`src/rtl/ima_pkg.sv`:
```
// package: constants, kinds and state type for the indirect data memory access block
package ima_pkg;

  // ****************************************************************
  // sector 0 layout of the ports and pointers
  // ****************************************************************
  localparam logic [7:0] IMA_OFS_PORT0  = 8'h00; // indirect_port_zero
  localparam logic [7:0] IMA_OFS_PTR0   = 8'h01; // pointer_zero
  localparam logic [7:0] IMA_OFS_PORT1  = 8'h02; // indirect_port_one
  localparam logic [7:0] IMA_OFS_PTR1L  = 8'h03; // pointer_one_low
  localparam logic [7:0] IMA_OFS_PTR1H  = 8'h04; // pointer_one_sector
  localparam logic [7:0] IMA_OFS_PORT2  = 8'h0c; // indirect_port_two
  localparam logic [7:0] IMA_OFS_PTR2L  = 8'h0d; // pointer_two_low
  localparam logic [7:0] IMA_OFS_PTR2H  = 8'h0e; // pointer_two_sector
  localparam logic [7:0] IMA_SECT_ZERO  = 8'h00;
  localparam logic [7:0] IMA_SECT_ONE   = 8'h01;
  localparam int         IMA_GPR_BIT    = 7;     // offs bit 7 set selects general RAM
  localparam logic [7:0] IMA_PTR_RST    = 8'h00; // pointer reset value
  localparam logic [7:0] IMA_ZERO_DATA  = 8'h00; // read value of unused and port targets
  localparam int         IMA_NUM_SECT   = 16;

  // ****************************************************************
  // special-purpose area masks, bit n covers offset n
  // ****************************************************************
  localparam logic [127:0] IMA_UNUSED_S0 = 128'h40000004_01c6f000_0100ff80_00000000;
  localparam logic [127:0] IMA_UNUSED_S1 = 128'hffffffff_fc000000_00000000_00000000;
  localparam logic [127:0] IMA_RSVD_S0   = 128'h0;
  localparam logic [127:0] IMA_RSVD_S1   = 128'h0;
  localparam logic [127:0] IMA_PROT_S0   = 128'h0;
  localparam logic [127:0] IMA_PROT_S1   = 128'h0;

  // ****************************************************************
  // types
  // ****************************************************************
  typedef enum logic [3:0] {
    IMA_K_PORT0, IMA_K_PORT1, IMA_K_PORT2, IMA_K_PTR, IMA_K_SFR,
    IMA_K_PROT, IMA_K_RSVD, IMA_K_UNUSED, IMA_K_RAM
  } ima_kind_e;

  typedef enum logic [1:0] {IMA_IDLE, IMA_ISSUE, IMA_DONE} ima_st_e;

  typedef struct packed {
    ima_st_e   st;
    logic [7:0] ptr0;
    logic [7:0] ptr1_lo;
    logic [7:0] ptr1_sect;
    logic [7:0] ptr2_lo;
    logic [7:0] ptr2_sect;
    ima_kind_e kind;
    logic      we;
    logic [7:0] sect;
    logic [7:0] offs;
    logic [7:0] wdata;
    logic [7:0] rdata;
    logic      ack;
  } ima_state_s;

  // true for any of the three indirect ports
  function automatic logic ima_is_port(input ima_kind_e k);
    ima_is_port = (k == IMA_K_PORT0) || (k == IMA_K_PORT1) || (k == IMA_K_PORT2);
  endfunction : ima_is_port

endpackage : ima_pkg

```
`src/rtl/ima_dec_if.sv`:
```
// interface: one address to classify and its kind
`timescale 1ns/1ps
`default_nettype none
interface ima_dec_if;
  import ima_pkg::*;
  logic [7:0] sect;
  logic [7:0] offs;
  ima_kind_e  kind;
  modport req (output sect, output offs, input kind);
  modport dec (input sect, input offs, output kind);
endinterface : ima_dec_if
`default_nettype wire

```
`src/rtl/ima_decode.sv`:
```
// module: classifies a sector/offset pair in the data memory map
`timescale 1ns/1ps
`default_nettype none
module ima_decode
  import ima_pkg::*;
#(
  parameter int NUM_SECT = IMA_NUM_SECT
) (
  ima_dec_if.dec dif
);

  // mask lookup for the special-purpose area of sectors 0 and 1
  function automatic ima_kind_e mask_kind(input logic [127:0] un, input logic [127:0] rs,
                                          input logic [127:0] pr, input logic [6:0] idx);
    if (un[idx])
      mask_kind = IMA_K_UNUSED;
    else if (rs[idx])
      mask_kind = IMA_K_RSVD;
    else if (pr[idx])
      mask_kind = IMA_K_PROT;
    else
      mask_kind = IMA_K_SFR;
  endfunction : mask_kind

  // ****************************************************************
  // decode
  // ****************************************************************
  // sectors above 1 carry no special-purpose registers, so their low half reads as unused
  always_comb
  begin
    dif.kind = IMA_K_UNUSED;
    if (32'(dif.sect) >= NUM_SECT)
      dif.kind = IMA_K_UNUSED;
    else if (dif.offs[IMA_GPR_BIT])
      dif.kind = IMA_K_RAM;
    else if (dif.sect == IMA_SECT_ZERO)
    begin
      case (dif.offs)
        IMA_OFS_PORT0: dif.kind = IMA_K_PORT0;
        IMA_OFS_PORT1: dif.kind = IMA_K_PORT1;
        IMA_OFS_PORT2: dif.kind = IMA_K_PORT2;
        IMA_OFS_PTR0, IMA_OFS_PTR1L, IMA_OFS_PTR1H,
        IMA_OFS_PTR2L, IMA_OFS_PTR2H: dif.kind = IMA_K_PTR;
        default: dif.kind = mask_kind(IMA_UNUSED_S0, IMA_RSVD_S0, IMA_PROT_S0,
                                      dif.offs[6:0]);
      endcase
    end
    else if (dif.sect == IMA_SECT_ONE)
      dif.kind = mask_kind(IMA_UNUSED_S1, IMA_RSVD_S1, IMA_PROT_S1, dif.offs[6:0]);
  end

endmodule : ima_decode
`default_nettype wire

```
`src/rtl/ima_indirect_top.sv`:
```
// module: indirect port resolution, memory pointers and data memory access sequencing
//
// How it works
// - A read of an unused special-purpose location answers 00H.
// - A protected register can be read but a write to it never reaches it.
// - A reserved location passes reads but no write ever reaches it.
// - An access to an indirect port acts on the location its pointer names, not the port.
// - Port zero reaches only sector 0, at the offset held in pointer_zero.
// - Ports one and two reach any sector through their two-byte pointers.
// - A resolved target that is itself a port reads as 00H.
// - A write whose resolved target is a port changes nothing.
// - The sector byte of a pointer pair picks the sector, the low byte the offset.
// - Offsets 00H-7FH are the special-purpose area, 80H-FFH general RAM.
`timescale 1ns/1ps
`default_nettype none
module ima_indirect_top
  import ima_pkg::*;
#(
  parameter int NUM_SECT = IMA_NUM_SECT,
  parameter int SW       = $clog2(NUM_SECT),
  parameter int AW       = SW + 8
) (
  input  wire logic          clk,
  input  wire logic          rstn,
  input  wire logic          ce,
  input  wire logic          cpu_req,
  input  wire logic          cpu_we,
  input  wire logic [AW-1:0] cpu_addr,
  input  wire logic [7:0]    cpu_wdata,
  output logic               cpu_ready,
  output logic               cpu_ack,
  output logic [7:0]         cpu_rdata,
  output logic               ram_req,
  output logic               ram_we,
  output logic [AW-2:0]      ram_addr,
  output logic [7:0]         ram_wdata,
  input  wire logic [7:0]    ram_rdata,
  output logic               sfr_req,
  output logic               sfr_we,
  output logic [AW-1:0]      sfr_addr,
  output logic [7:0]         sfr_wdata,
  input  wire logic [7:0]    sfr_rdata
);

  ima_state_s r;
  ima_state_s r_nxt;
  logic [7:0] res_sect;
  logic [7:0] res_offs;
  logic       take;

  ima_dec_if dir_if ();
  ima_dec_if res_if ();

  // ****************************************************************
  // address classification
  // ****************************************************************
  // the direct address is classified first, then the address it resolves to
  assign dir_if.sect = 8'(cpu_addr[AW-1:8]);
  assign dir_if.offs = cpu_addr[7:0];
  assign res_if.sect = res_sect;
  assign res_if.offs = res_offs;

  ima_decode #(.NUM_SECT(NUM_SECT)) u_dir_dec (.dif(dir_if));
  ima_decode #(.NUM_SECT(NUM_SECT)) u_res_dec (.dif(res_if));

  // port resolution through the pointers; one level only, a port target is not chased
  always_comb
  begin
    res_sect = dir_if.sect;
    res_offs = dir_if.offs;
    case (dir_if.kind)
      IMA_K_PORT0:
      begin
        res_sect = IMA_SECT_ZERO;
        res_offs = r.ptr0;
      end
      IMA_K_PORT1:
      begin
        res_sect = r.ptr1_sect;
        res_offs = r.ptr1_lo;
      end
      IMA_K_PORT2:
      begin
        res_sect = r.ptr2_sect;
        res_offs = r.ptr2_lo;
      end
      default:
      begin
        res_sect = dir_if.sect;
        res_offs = dir_if.offs;
      end
    endcase
  end

  // pointer read mux, shared by the read path
  function automatic logic [7:0] ptr_read(input ima_state_s s);
    case (s.offs)
      IMA_OFS_PTR0:  ptr_read = s.ptr0;
      IMA_OFS_PTR1L: ptr_read = s.ptr1_lo;
      IMA_OFS_PTR1H: ptr_read = s.ptr1_sect;
      IMA_OFS_PTR2L: ptr_read = s.ptr2_lo;
      IMA_OFS_PTR2H: ptr_read = s.ptr2_sect;
      default:       ptr_read = IMA_ZERO_DATA;
    endcase
  endfunction : ptr_read

  // ****************************************************************
  // sequencer and pointer registers
  // ****************************************************************
  assign take = cpu_req && (r.st == IMA_IDLE);

  // one request at a time: capture, issue for one cycle, then answer
  always_comb
  begin
    r_nxt = r;
    r_nxt.ack = 1'b0;
    case (r.st)
      IMA_IDLE:
      begin
        if (cpu_req)
        begin
          r_nxt.kind  = res_if.kind;
          r_nxt.sect  = res_sect;
          r_nxt.offs  = res_offs;
          r_nxt.we    = cpu_we;
          r_nxt.wdata = cpu_wdata;
          r_nxt.st    = IMA_ISSUE;
        end
      end
      IMA_ISSUE:
      begin
        case (r.kind)
          IMA_K_RAM:                       r_nxt.rdata = ram_rdata;
          IMA_K_SFR, IMA_K_PROT, IMA_K_RSVD: r_nxt.rdata = sfr_rdata;
          IMA_K_PTR:                       r_nxt.rdata = ptr_read(r);
          default:                         r_nxt.rdata = IMA_ZERO_DATA;
        endcase
        if (r.we && (r.kind == IMA_K_PTR))
        begin
          // pointers take any data write, so increment/decrement work as read-modify-write
          case (r.offs)
            IMA_OFS_PTR0:  r_nxt.ptr0      = r.wdata;
            IMA_OFS_PTR1L: r_nxt.ptr1_lo   = r.wdata;
            IMA_OFS_PTR1H: r_nxt.ptr1_sect = r.wdata;
            IMA_OFS_PTR2L: r_nxt.ptr2_lo   = r.wdata;
            IMA_OFS_PTR2H: r_nxt.ptr2_sect = r.wdata;
            default:       r_nxt.ptr0      = r.ptr0;
          endcase
        end
        r_nxt.ack = 1'b1;
        r_nxt.st  = IMA_DONE;
      end
      IMA_DONE:
        r_nxt.st = IMA_IDLE;
      default:
        r_nxt.st = IMA_IDLE;
    endcase
  end

  // state register; ce low freezes everything
  always_ff @(posedge clk or negedge rstn)
  begin
    if (!rstn)
    begin
      r       <= '0;
      r.st    <= IMA_IDLE;
      r.kind  <= IMA_K_UNUSED;
      r.ptr0      <= IMA_PTR_RST;
      r.ptr1_lo   <= IMA_PTR_RST;
      r.ptr1_sect <= IMA_PTR_RST;
      r.ptr2_lo   <= IMA_PTR_RST;
      r.ptr2_sect <= IMA_PTR_RST;
      r.rdata <= IMA_ZERO_DATA;
    end
    else if (ce)
      r <= r_nxt;
  end

  // ****************************************************************
  // outputs
  // ****************************************************************
  // port targets, unused space and pointers never reach the outside buses
  assign cpu_ready = (r.st == IMA_IDLE);
  assign cpu_ack   = r.ack;
  assign cpu_rdata = r.rdata;
  assign ram_req   = (r.st == IMA_ISSUE) && (r.kind == IMA_K_RAM);
  assign ram_we    = ram_req && r.we;
  assign ram_addr  = {r.sect[SW-1:0], r.offs[6:0]};
  assign ram_wdata = r.wdata;
  assign sfr_req   = (r.st == IMA_ISSUE) &&
                     ((r.kind == IMA_K_SFR) || (r.kind == IMA_K_PROT) || (r.kind == IMA_K_RSVD));
  assign sfr_we    = (r.st == IMA_ISSUE) && (r.kind == IMA_K_SFR) && r.we;
  assign sfr_addr  = {r.sect[SW-1:0], r.offs};
  assign sfr_wdata = r.wdata;

  // ****************************************************************
  // assertions
  // ****************************************************************
  logic [39:0]  ptrs;
  logic [127:0] locked_mask;
  assign ptrs = {r.ptr0, r.ptr1_lo, r.ptr1_sect, r.ptr2_lo, r.ptr2_sect};
  // reserved and protected offsets of the sector in issue, taken straight from the masks
  assign locked_mask = (r.sect == IMA_SECT_ZERO) ? (IMA_RSVD_S0 | IMA_PROT_S0) :
                                                   (IMA_RSVD_S1 | IMA_PROT_S1);

  property p_unused_zero;
    @(posedge clk) disable iff (!rstn || !ce)
    take && !cpu_we && (dir_if.kind == IMA_K_UNUSED) |-> ##2 cpu_ack && (cpu_rdata == 8'h00);
  endproperty
  a_unused_zero: assert property (p_unused_zero) else $error("unused read not zero");

  property p_prot_no_write;
    @(posedge clk) disable iff (!rstn || !ce)
    take && (res_if.kind == IMA_K_PROT) |=> sfr_req && !sfr_we;
  endproperty
  a_prot_no_write: assert property (p_prot_no_write) else $error("protected write leaked");

  property p_rsvd_no_write;
    @(posedge clk) disable iff (!rstn || !ce)
    take && (res_if.kind == IMA_K_RSVD) |=> !sfr_we && !ram_req;
  endproperty
  a_rsvd_no_write: assert property (p_rsvd_no_write) else $error("reserved write leaked");

  property p_port2_resolve;
    @(posedge clk) disable iff (!rstn || !ce)
    take && (dir_if.kind == IMA_K_PORT2) && (res_if.kind == IMA_K_RAM) |->
      ##1 ram_req && (ram_addr == {$past(r.ptr2_sect[SW-1:0]), $past(r.ptr2_lo[6:0])});
  endproperty
  a_port2_resolve: assert property (p_port2_resolve) else $error("port two misrouted");

  property p_port0_sector0;
    @(posedge clk) disable iff (!rstn || !ce)
    take && (dir_if.kind == IMA_K_PORT0) |=>
      (r.sect == 8'h00) && (r.offs == $past(r.ptr0));
  endproperty
  a_port0_sector0: assert property (p_port0_sector0)
    else $error("port zero left sector 0");

  property p_port1_sector;
    @(posedge clk) disable iff (!rstn || !ce)
    take && (dir_if.kind == IMA_K_PORT1) |=>
      (r.sect == $past(r.ptr1_sect)) && (r.offs == $past(r.ptr1_lo));
  endproperty
  a_port1_sector: assert property (p_port1_sector) else $error("port one sector wrong");

  property p_port_target_read;
    @(posedge clk) disable iff (!rstn || !ce)
    take && !cpu_we && ima_is_port(res_if.kind) |-> ##2 cpu_ack && (cpu_rdata == 8'h00);
  endproperty
  a_port_target_read: assert property (p_port_target_read) else $error("port target read");

  property p_port_target_write;
    @(posedge clk) disable iff (!rstn || !ce)
    take && cpu_we && ima_is_port(res_if.kind) |->
      ##1 (!ram_req && !sfr_req) ##1 (ptrs == $past(ptrs, 2));
  endproperty
  a_port_target_write: assert property (p_port_target_write)
    else $error("port write acted");

  property p_ram_upper_half;
    @(posedge clk) disable iff (!rstn || !ce)
    ram_req |-> r.offs[7] && !sfr_req;
  endproperty
  a_ram_upper_half: assert property (p_ram_upper_half)
    else $error("low half sent to ram");

  property p_ptr0_write;
    @(posedge clk) disable iff (!rstn || !ce)
    take && cpu_we && (res_if.kind == IMA_K_PTR) && (res_offs == 8'h01) |->
      ##2 (r.ptr0 == $past(cpu_wdata, 2));
  endproperty
  a_ptr0_write: assert property (p_ptr0_write) else $error("pointer_zero not written");

  // cross-check of the write strobe against the masks, independent of the kind decode
  property p_locked_no_write;
    @(posedge clk) disable iff (!rstn || !ce)
    sfr_we |-> !locked_mask[r.offs[6:0]];
  endproperty
  a_locked_no_write: assert property (p_locked_no_write)
    else $error("write reached a locked register");

  c_port1_ram: cover property (@(posedge clk) take && (dir_if.kind == IMA_K_PORT1) &&
                               (res_if.kind == IMA_K_RAM));
  c_port0_sfr: cover property (@(posedge clk) take && (dir_if.kind == IMA_K_PORT0) &&
                               (res_if.kind == IMA_K_SFR));
  c_port_loop: cover property (@(posedge clk) take && ima_is_port(res_if.kind));
  c_ptr_write: cover property (@(posedge clk) take && cpu_we && (res_if.kind == IMA_K_PTR));

endmodule : ima_indirect_top
`default_nettype wire

```
`config.mk`:
```
export PLATFORM = sky130hd
export DESIGN_NAME = ima_indirect_top
export DESIGN_NICKNAME = d
export VERILOG_FILES = /design/src/rtl/ima_pkg.sv /design/src/rtl/ima_dec_if.sv /design/src/rtl/ima_decode.sv /design/src/rtl/ima_indirect_top.sv
export SDC_FILE = /design/constraint.sdc
export NUM_CORES = 1
export LEC_CHECK = 0
export ABC_AREA = 0
export BUFFER_PORTS_ARGS = -buffer_cell sky130_fd_sc_hd__buf_4
export CAP_MARGIN = 40
export CORE_UTILIZATION = 45
export CTS_CLUSTER_DIAMETER = 60
export DETAILED_ROUTE_END_ITERATION = 7
export PLACE_DENSITY = 0.71
export RECOVER_POWER = 25
export SLEW_MARGIN = 10
export SYNTH_ARGS = -nofsm -noshare
export SYNTH_HDL_FRONTEND = slang
export SYNTH_SLANG_ARGS = --single-unit
```
`constraint.sdc`:
```
create_clock -name clk -period 2.62 [get_ports clk]
set_clock_uncertainty 0.1 [all_clocks]
set_input_delay 0.131 -clock clk [delete_from_list [all_inputs] [get_ports clk]]
set_output_delay 0.131 -clock clk [all_outputs]
set_load 0.05 [all_outputs]
```
---- Yosys cells after proc, flatten, opt, wreduce, memory -nomap -nowiden ----
Memories as Yosys holds them, arrays and structs flattened.
Index checks and enable logic that the tools add are counted.
word-level totals
  register bits after elaboration ......... 76
  memory bits (read-only) ................. 768
  input bits .............................. 41
  output and inout bits ................... 53
  word-level logic and storage cells ...... 107
  memories kept ........................... 6
memory list
  name             depth  bits a word  read ports  clocked after memory_dff  wr ports  RTL line          RTL
  (no name shown)  128    1            1           0                         0         ima_decode.sv:15  if (un[idx])
  (no name shown)  128    1            1           0                         0         ima_decode.sv:17  else if (rs[idx])
  (no name shown)  128    1            1           0                         0         ima_decode.sv:15
  (no name shown)  128    1            1           0                         0         ima_decode.sv:15
  (no name shown)  128    1            1           0                         0         ima_decode.sv:15
  (no name shown)  128    1            1           0                         0         ima_decode.sv:17
cells by class
  $lt $le $gt $ge ......................... 4
  equality and inequality tests ........... 30
  muxes and demuxes ....................... 29
  reductions and logical operators ........ 25
operator list
  cell                                                        number
  one-hot mux 8 bit (3 select lines)                          3
  equality test 8 x 4 -> 1 bit, second input constant         8
  two-way mux 4 bit                                           11
  equality test 8 x 2 -> 1 bit, second input constant         5
  one-hot mux 8 bit (5 select lines)                          1
  equality test 8 x 1 -> 1 bit, second input constant         4
  zero test 8 bit                                             4
  one-hot mux 4 bit (4 select lines)                          2
  equality test 8 x 3 -> 1 bit, second input constant         3
  AND reduction 4 bit                                         5
  less-than comparator 7 x 8 -> 1 bit, second input constant  2
  equality test 4 x 3 -> 1 bit, second input constant         3
  OR reduction 5 bit                                          2
  equality test 4 x 1 -> 1 bit, second input constant         2
  equality test 4 x 2 -> 1 bit, second input constant         2
  >= comparator 8 x 5 -> 1 bit, second input constant         1
  two-way mux 2 bit                                           4
  two-way mux 1 bit                                           7
  logical AND 1 bit                                           6
  >= comparator 4 x 5 -> 1 bit, second input constant         1
  equality test 4 bit, second input constant                  1
  zero test 4 bit                                             1
  one-hot mux 2 bit (2 select lines)                          1
  AND reduction 2 bit                                         2
  6 further kinds                                             7

---- Logic depth before layout (Yosys ltp) ----
  word-level depth ........................ 18
  gate-level depth with buffers ........... 17
  gate-level depth less buffers ........... 17

---- Cells and area by module ----
From an unflattened synthesis, not the netlist that was laid out.
second synthesis, totals
  cells, all modules ...................... 512
  area, all modules ....................... 4967.3 µm²
by module, submodules not included
  module                   times used  cells an instance  area each (µm²)  seq. area each (µm²)
  ima_indirect_top         1           410                4280.4           1905.6
  ima_decode at u_dir_dec  1           52                 347.8            0.0
  ima_decode at u_res_dec  1           50                 339.1            0.0

---- Least setup slack after synthesis ----
No wires, ideal clock.
  path kind ............................... in2reg
  start ................................... input port cpu_addr[0]
  end ..................................... register r[34] (netlist bit)
  setup time .............................. 0.105 ns
  data arrival time ....................... 3.441 ns
  required time ........................... 2.415 ns
  path slack .............................. -1.026 ns
  stages on the path ...................... 16
  buffers on the path ..................... 0
  path through ............................ inv_1 ha_1 nand3b_1 a2111oi_1 a211oi_2 o21ai_2 nand2_1 mux2_1 a221oi_1 inv_1 ha_1 or3_1 a21oi_1 nor3_1 a21boi_0 o41ai_1
between the ends
  longest elaborated chain between the ends .. 17
  elaborated cells on any way between the ends .. 51
  those cells by class .................... order compare: 1; eq/ne: 17; mux: 22; reduce/logical: 6; memory: 5
ends and longest elaborated chain
  item                                                                            RTL line                            RTL
  start, declared                                                                 ima_indirect_top.sv:28              input wire logic [AW-1:0] cpu_addr,
  memory read (128 x 1 bit)                                                       -
  two-way mux 1 bit (implied by the code)                                         ima_decode.sv:17
  two-way mux 2 bit                                                               ima_decode.sv:17
  two-way mux 4 bit                                                               ima_decode.sv:15
  one-hot mux 4 bit (4 select lines) / two-way mux 4 bit (equally long branches)  ima_decode.sv:38, ima_decode.sv:48
  two-way mux 4 bit                                                               ima_decode.sv:36                    else if (dif.sect == IMA_SECT_ZERO)
  two-way mux 4 bit                                                               ima_decode.sv:34                    else if (dif.offs[IMA_GPR_BIT])
  two-way mux 4 bit                                                               ima_decode.sv:32                    if (32'(dif.sect) >= NUM_SECT)
  (+2 left out)                                                                   -
  via res_if.offs[0]                                                              ima_dec_if.sv:7                     logic [7:0] offs;
  memory read (128 x 1 bit)                                                       -
  two-way mux 1 bit (implied by the code)                                         ima_decode.sv:15
  two-way mux 4 bit / two-way mux 2 bit (equally long branches)                   ima_decode.sv:15
  one-hot mux 4 bit (4 select lines) / two-way mux 4 bit (equally long branches)  ima_decode.sv:38, ima_decode.sv:48
  two-way mux 4 bit *                                                             ima_decode.sv:36
  two-way mux 4 bit *                                                             ima_decode.sv:34
  two-way mux 4 bit *                                                             ima_decode.sv:32
  end signal, assigned                                                            ima_indirect_top.sv:176             r <= r_nxt;
  end, declared                                                                   ima_indirect_top.sv:45              ima_state_s r;
The timed path passes the listed nets; every way through them passes the cells marked *. The select of a mux whose other input is x is not followed.
A chain may end at the register's enable or synchronous reset.

---- Worst setup path in the final report ----
  start ................................... input port cpu_addr[3]
  end ..................................... register r[34] (netlist bit)
between the ends
  longest elaborated chain between the ends .. 17
  elaborated cells on any way between the ends .. 51
  those cells by class .................... order compare: 1; eq/ne: 17; mux: 22; reduce/logical: 6; memory: 5
ends and longest elaborated chain
  item                                                                            RTL line
  memory read (128 x 1 bit)                                                       -
  two-way mux 1 bit (implied by the code)                                         ima_decode.sv:17
  two-way mux 2 bit                                                               ima_decode.sv:17
  two-way mux 4 bit                                                               ima_decode.sv:15
  one-hot mux 4 bit (4 select lines) / two-way mux 4 bit (equally long branches)  ima_decode.sv:38, ima_decode.sv:48
  two-way mux 4 bit *                                                             ima_decode.sv:36
  two-way mux 4 bit *                                                             ima_decode.sv:34
  two-way mux 4 bit *                                                             ima_decode.sv:32
  (+2 left out)                                                                   -
  via res_if.offs[0]                                                              ima_dec_if.sv:7
  memory read (128 x 1 bit)                                                       -
  two-way mux 1 bit (implied by the code)                                         ima_decode.sv:15
  two-way mux 4 bit / two-way mux 2 bit (equally long branches)                   ima_decode.sv:15
  one-hot mux 4 bit (4 select lines) / two-way mux 4 bit (equally long branches)  ima_decode.sv:38, ima_decode.sv:48
  two-way mux 4 bit *                                                             ima_decode.sv:36
  two-way mux 4 bit *                                                             ima_decode.sv:34
  two-way mux 4 bit *                                                             ima_decode.sv:32
Marked as above.

==> results.cfg <==
[run_status]
status = finished with violations
violations = hold timing, setup timing

[clocking]
clockBufferDepth = 2
cts_root_buffer = clkbuf_8
numCtsBuffers = 9
insertion_delay_ns = 0.36
cts_tree = built
clk_pin_slew_ns = 0.09
cts-htree-levels = 3
numClockSinks = 76

[drt]
drt-pass1-iter-count = 8
drcViolationCount = 0
viasPerCell = 5.691
drt_iter0_drc = 379
routed_wl_mm = 13.14
vias = 4257
wl_per_cell_um = 17.56
final_antenna_net_count = 0

[synthesis]
synthXorXnorAreaFrac_pct = 0
synth_top_cell_area_share_pct = 39.58
synth_top_family_by_area = compound AO/OA/AOI/OAI gates
yosys.area_share.simple_pct = 15.70
synth_area_leader_cell = dfrtp_1
yosysWarnings = 0
syn-num-nets = 523
synth_ff_type = dfrtp_1
async_reset_ff_share_pct = 100.0
yosysMostFrequentCell = nand2_1
synth_seq_cells = 76
synthMuxAreaShare_pct = 10.44
seq_area_frac_synth_pct = 41.28
synth.area.top_cells = dfrtp_1, mux2_2, buf_4
syn_inst = 474
synth-edff-count = 0
synth.top_cells.by_count = nand2_1, dfrtp_1, buf_4
synth_area_um2 = 4616
synth-compound-area-share_pct = 19.46
ys_types = 67
avgSynthCellArea_um2 = 9.738
synth_adder_area_share_pct = 2.169

[timing]
hold_slack_ns = -0.001552
drv_slew = 0
min_period_ns = 2.939
fmax_ghz = 0.3403
relSlewSlack_pct = 29.27
grt_setup_unrepaired = yes
tightest_slew_ns = 1.061
min_period_over_period_pct = 112.2
final.setup.tns_ns = -0.8668
setup_slack_ns = -0.3188
finalHoldViolations = 1
setup_viol = 3

[die]
rows = 36
fp.dieW_um = 103.3
core_area_um2 = 9864
ioPinCount = 94
start_util_pct = 46.79
die_y_um = 103.3
die-area_um2 = 10670

[layout]
final_util_pct = 63.53
drive_gt1_share_pct = 43.74
final_nets = 659
synthToLayoutAreaGrowth_pct = 35.78
diodes = 0
fin_cells = 748
n_fill_cell = 761

[critical_path]
timing.reg2reg.setup_slack_ns = 0.18
cp-startpoint = cpu_addr[3]
worstPathMaxFanout = 3
critical_path_required_ns = 2.77
cp_top_family = compound AO/OA/AOI/OAI gates
startpoint_type = input pin
critPathSlowestCell = or4b_4
cp_cell_sequence = buf_4 -> or4b_4 -> a21boi_2 -> o21ai_2 -> o21ai_2 -> nand2_1 -> mux2_4 -> a221oi_4 -> inv_2 -> ha_4 -> or3_4 -> a21oi_4 -> nor3_2 -> a21boi_1 -> o41ai_1
path_buf_inv = 2
timing.rr.start = ptrs[8]
slowest_delay_ns = 0.52
r2r_cells = 9
cp.depth = 15
rr_endpoint = r[34]
criticalPathCategory = input pin to register
endpoint = r[34]
worstSetupEndpointType = register
path_common_cell = o21ai_2
arrival_ns = 3.09

[power_and_ir_drop]
switching_share_pct = 43.06
leakagePower_uw = 0.003017
clkPwrFrac_pct = 24.1
p_per_area_nw_per_um2 = 686.6
p_int_uw = 2450
ir_drop_mv = 0.9047
power_switching_uw = 1853
power_frac_seq_pct = 36.0
power_frac_comb_pct = 39.9

[min_path]
hp-class = input pin to register
worstHoldPathCells = 3

[placement]
post-dp-hpwl_mm = 9.752
dp.cells = 702
gp_congestion = 0.8777
port_buffers = 93

[grt]
grt_max_degree = 58
grt_pass1_vias = 4054
track_usage_pct = 25.80
grt_pass1_wl_mm = 20.73
antenna_found_initial = 0
overflow = 0

[flow_run]
cap_violations = 0
sequential cells by signal (all words and copies together) (netlist names):
name	count
cpu_ack	1
cpu_rdata	8
ptrs	40
r	7
ram_addr	11
ram_wdata	8
sfr_addr	1
power by group through the flow:
stage	Sequential [uW]	Combinational, uW	Clock, uW
4_1_cts	1550	1700	1050
3_3_place_gp	1560	1640	0
2_1_floorplan	1490	1410	0
3_5_place_dp	1570	1660	0
5_1_grt	1580	1820	1100
6_report	1550	1720	1040
cell families (layout without fill, tap and decap cells):
kind of cell,count (synthesis),in the layout
flops,76,76
buf+inv,79,220
simple gates,149,149
compound gates,119,119
fa+ha+maj,8,8
mux,43,43
cells in the final DEF (no fill, tap or decap), drive strengths merged, types with 3 or more instances in the layout:
cell type | synthesis | routed
a21boi | 3 | 3
a21oi | 13 | 13
a221oi | 4 | 4
a222oi | 17 | 17
a22oi | 9 | 9
a31oi | 3 | 3
and2 | 5 | 5
and3 | 5 | 5
and3b | 3 | 3
and4 | 6 | 6
buf | 53 | 169
clkbuf | 14 | 12
dfrtp | 73 | 73
dfstp | 3 | 3
dlygate4sd3 | 0 | 21
ha | 8 | 8
inv | 12 | 14
mux2 | 41 | 41
nand2 | 80 | 80
nand3 | 3 | 3
nor2 | 19 | 19
nor3 | 9 | 9
nor4 | 5 | 5
o2111ai | 6 | 6
o211a | 3 | 3
o211ai | 6 | 6
o21ai | 34 | 34
o221ai | 3 | 3
final cells by class:
class / count / area, um2 / share of cell area (%)
multi-input cells: 319 / 2392 / 38.17
clock buffers: 10 / 137.6 / 2.196
flip-flops and latches: 76 / 1906 / 30.41
repair buffers: 192 / 1514 / 24.16
inverters: 12 / 57.56 / 0.9183
clock inverters: 6 / 93.84 / 1.497
well taps: 133 / 166.4 / 2.655
metrics by stage:
| stage | hold WS (ns) | setup WS (ns) | total power (uW) | instance area, um2 |
|---|---|---|---|---|
| 2_1_floorplan | -0.2646 | -0.6458 | 2900 | 4705 |
| 3_3_place_gp | 0.2128 | -0.7284 | 3203 | 5618 |
| 3_5_place_dp | -0.06187 | -0.8625 | 3234 | 5645 |
| 4_1_cts | 0.001129 | -0.3688 | 4302 | 6192 |
| 5_1_grt | 0.01729 | -0.4594 | 4506 | 6267 |
| 6_report | -0.001552 | -0.3188 | 4303 | 6267 |
tightest hold or removal path: cells and delay by family:
| family | cells | cell delay (ns) |
|---|---|---|
| compound gates | 2 | 0.21 |
| buf+inv | 1 | 0.08 |
repair_timing:
action                                  CTS  global route
pin swaps                                12             7
setup buffers                             6             3
endpoints found under the hold margin    93             0
resized for setup                        14            18
endpoints found under the setup margin    3             4
hold buffers                             21             0
worst min-delay path by stage:
stage	startpoint	to	slack (ns)
final	ram_rdata[2]	cpu_rdata[2]	-0.002
after global routing	sfr_rdata[7]	cpu_rdata[7]	0.02
after CTS	ram_rdata[6]	cpu_rdata[6]	0.001
after detailed placement	rstn	ram_addr[0]	-0.06
after global placement	rstn	ram_addr[1]	0.21
after floorplan	rstn	cpu_ack	-0.26
routing by layer:
metal  track usage [%]  vias to the layer above  share of wire [%]  routed length, um
met5                 0                        -                  0                  0
met4             4.875                        0                1.1                139
met3             5.108                       17                6.6                871
met2             43.49                      190                 48               6321
met1             34.79                     2068                 44               5805
li1                  -                     1982                  -                  -
(Power assumes the default switching activity.)
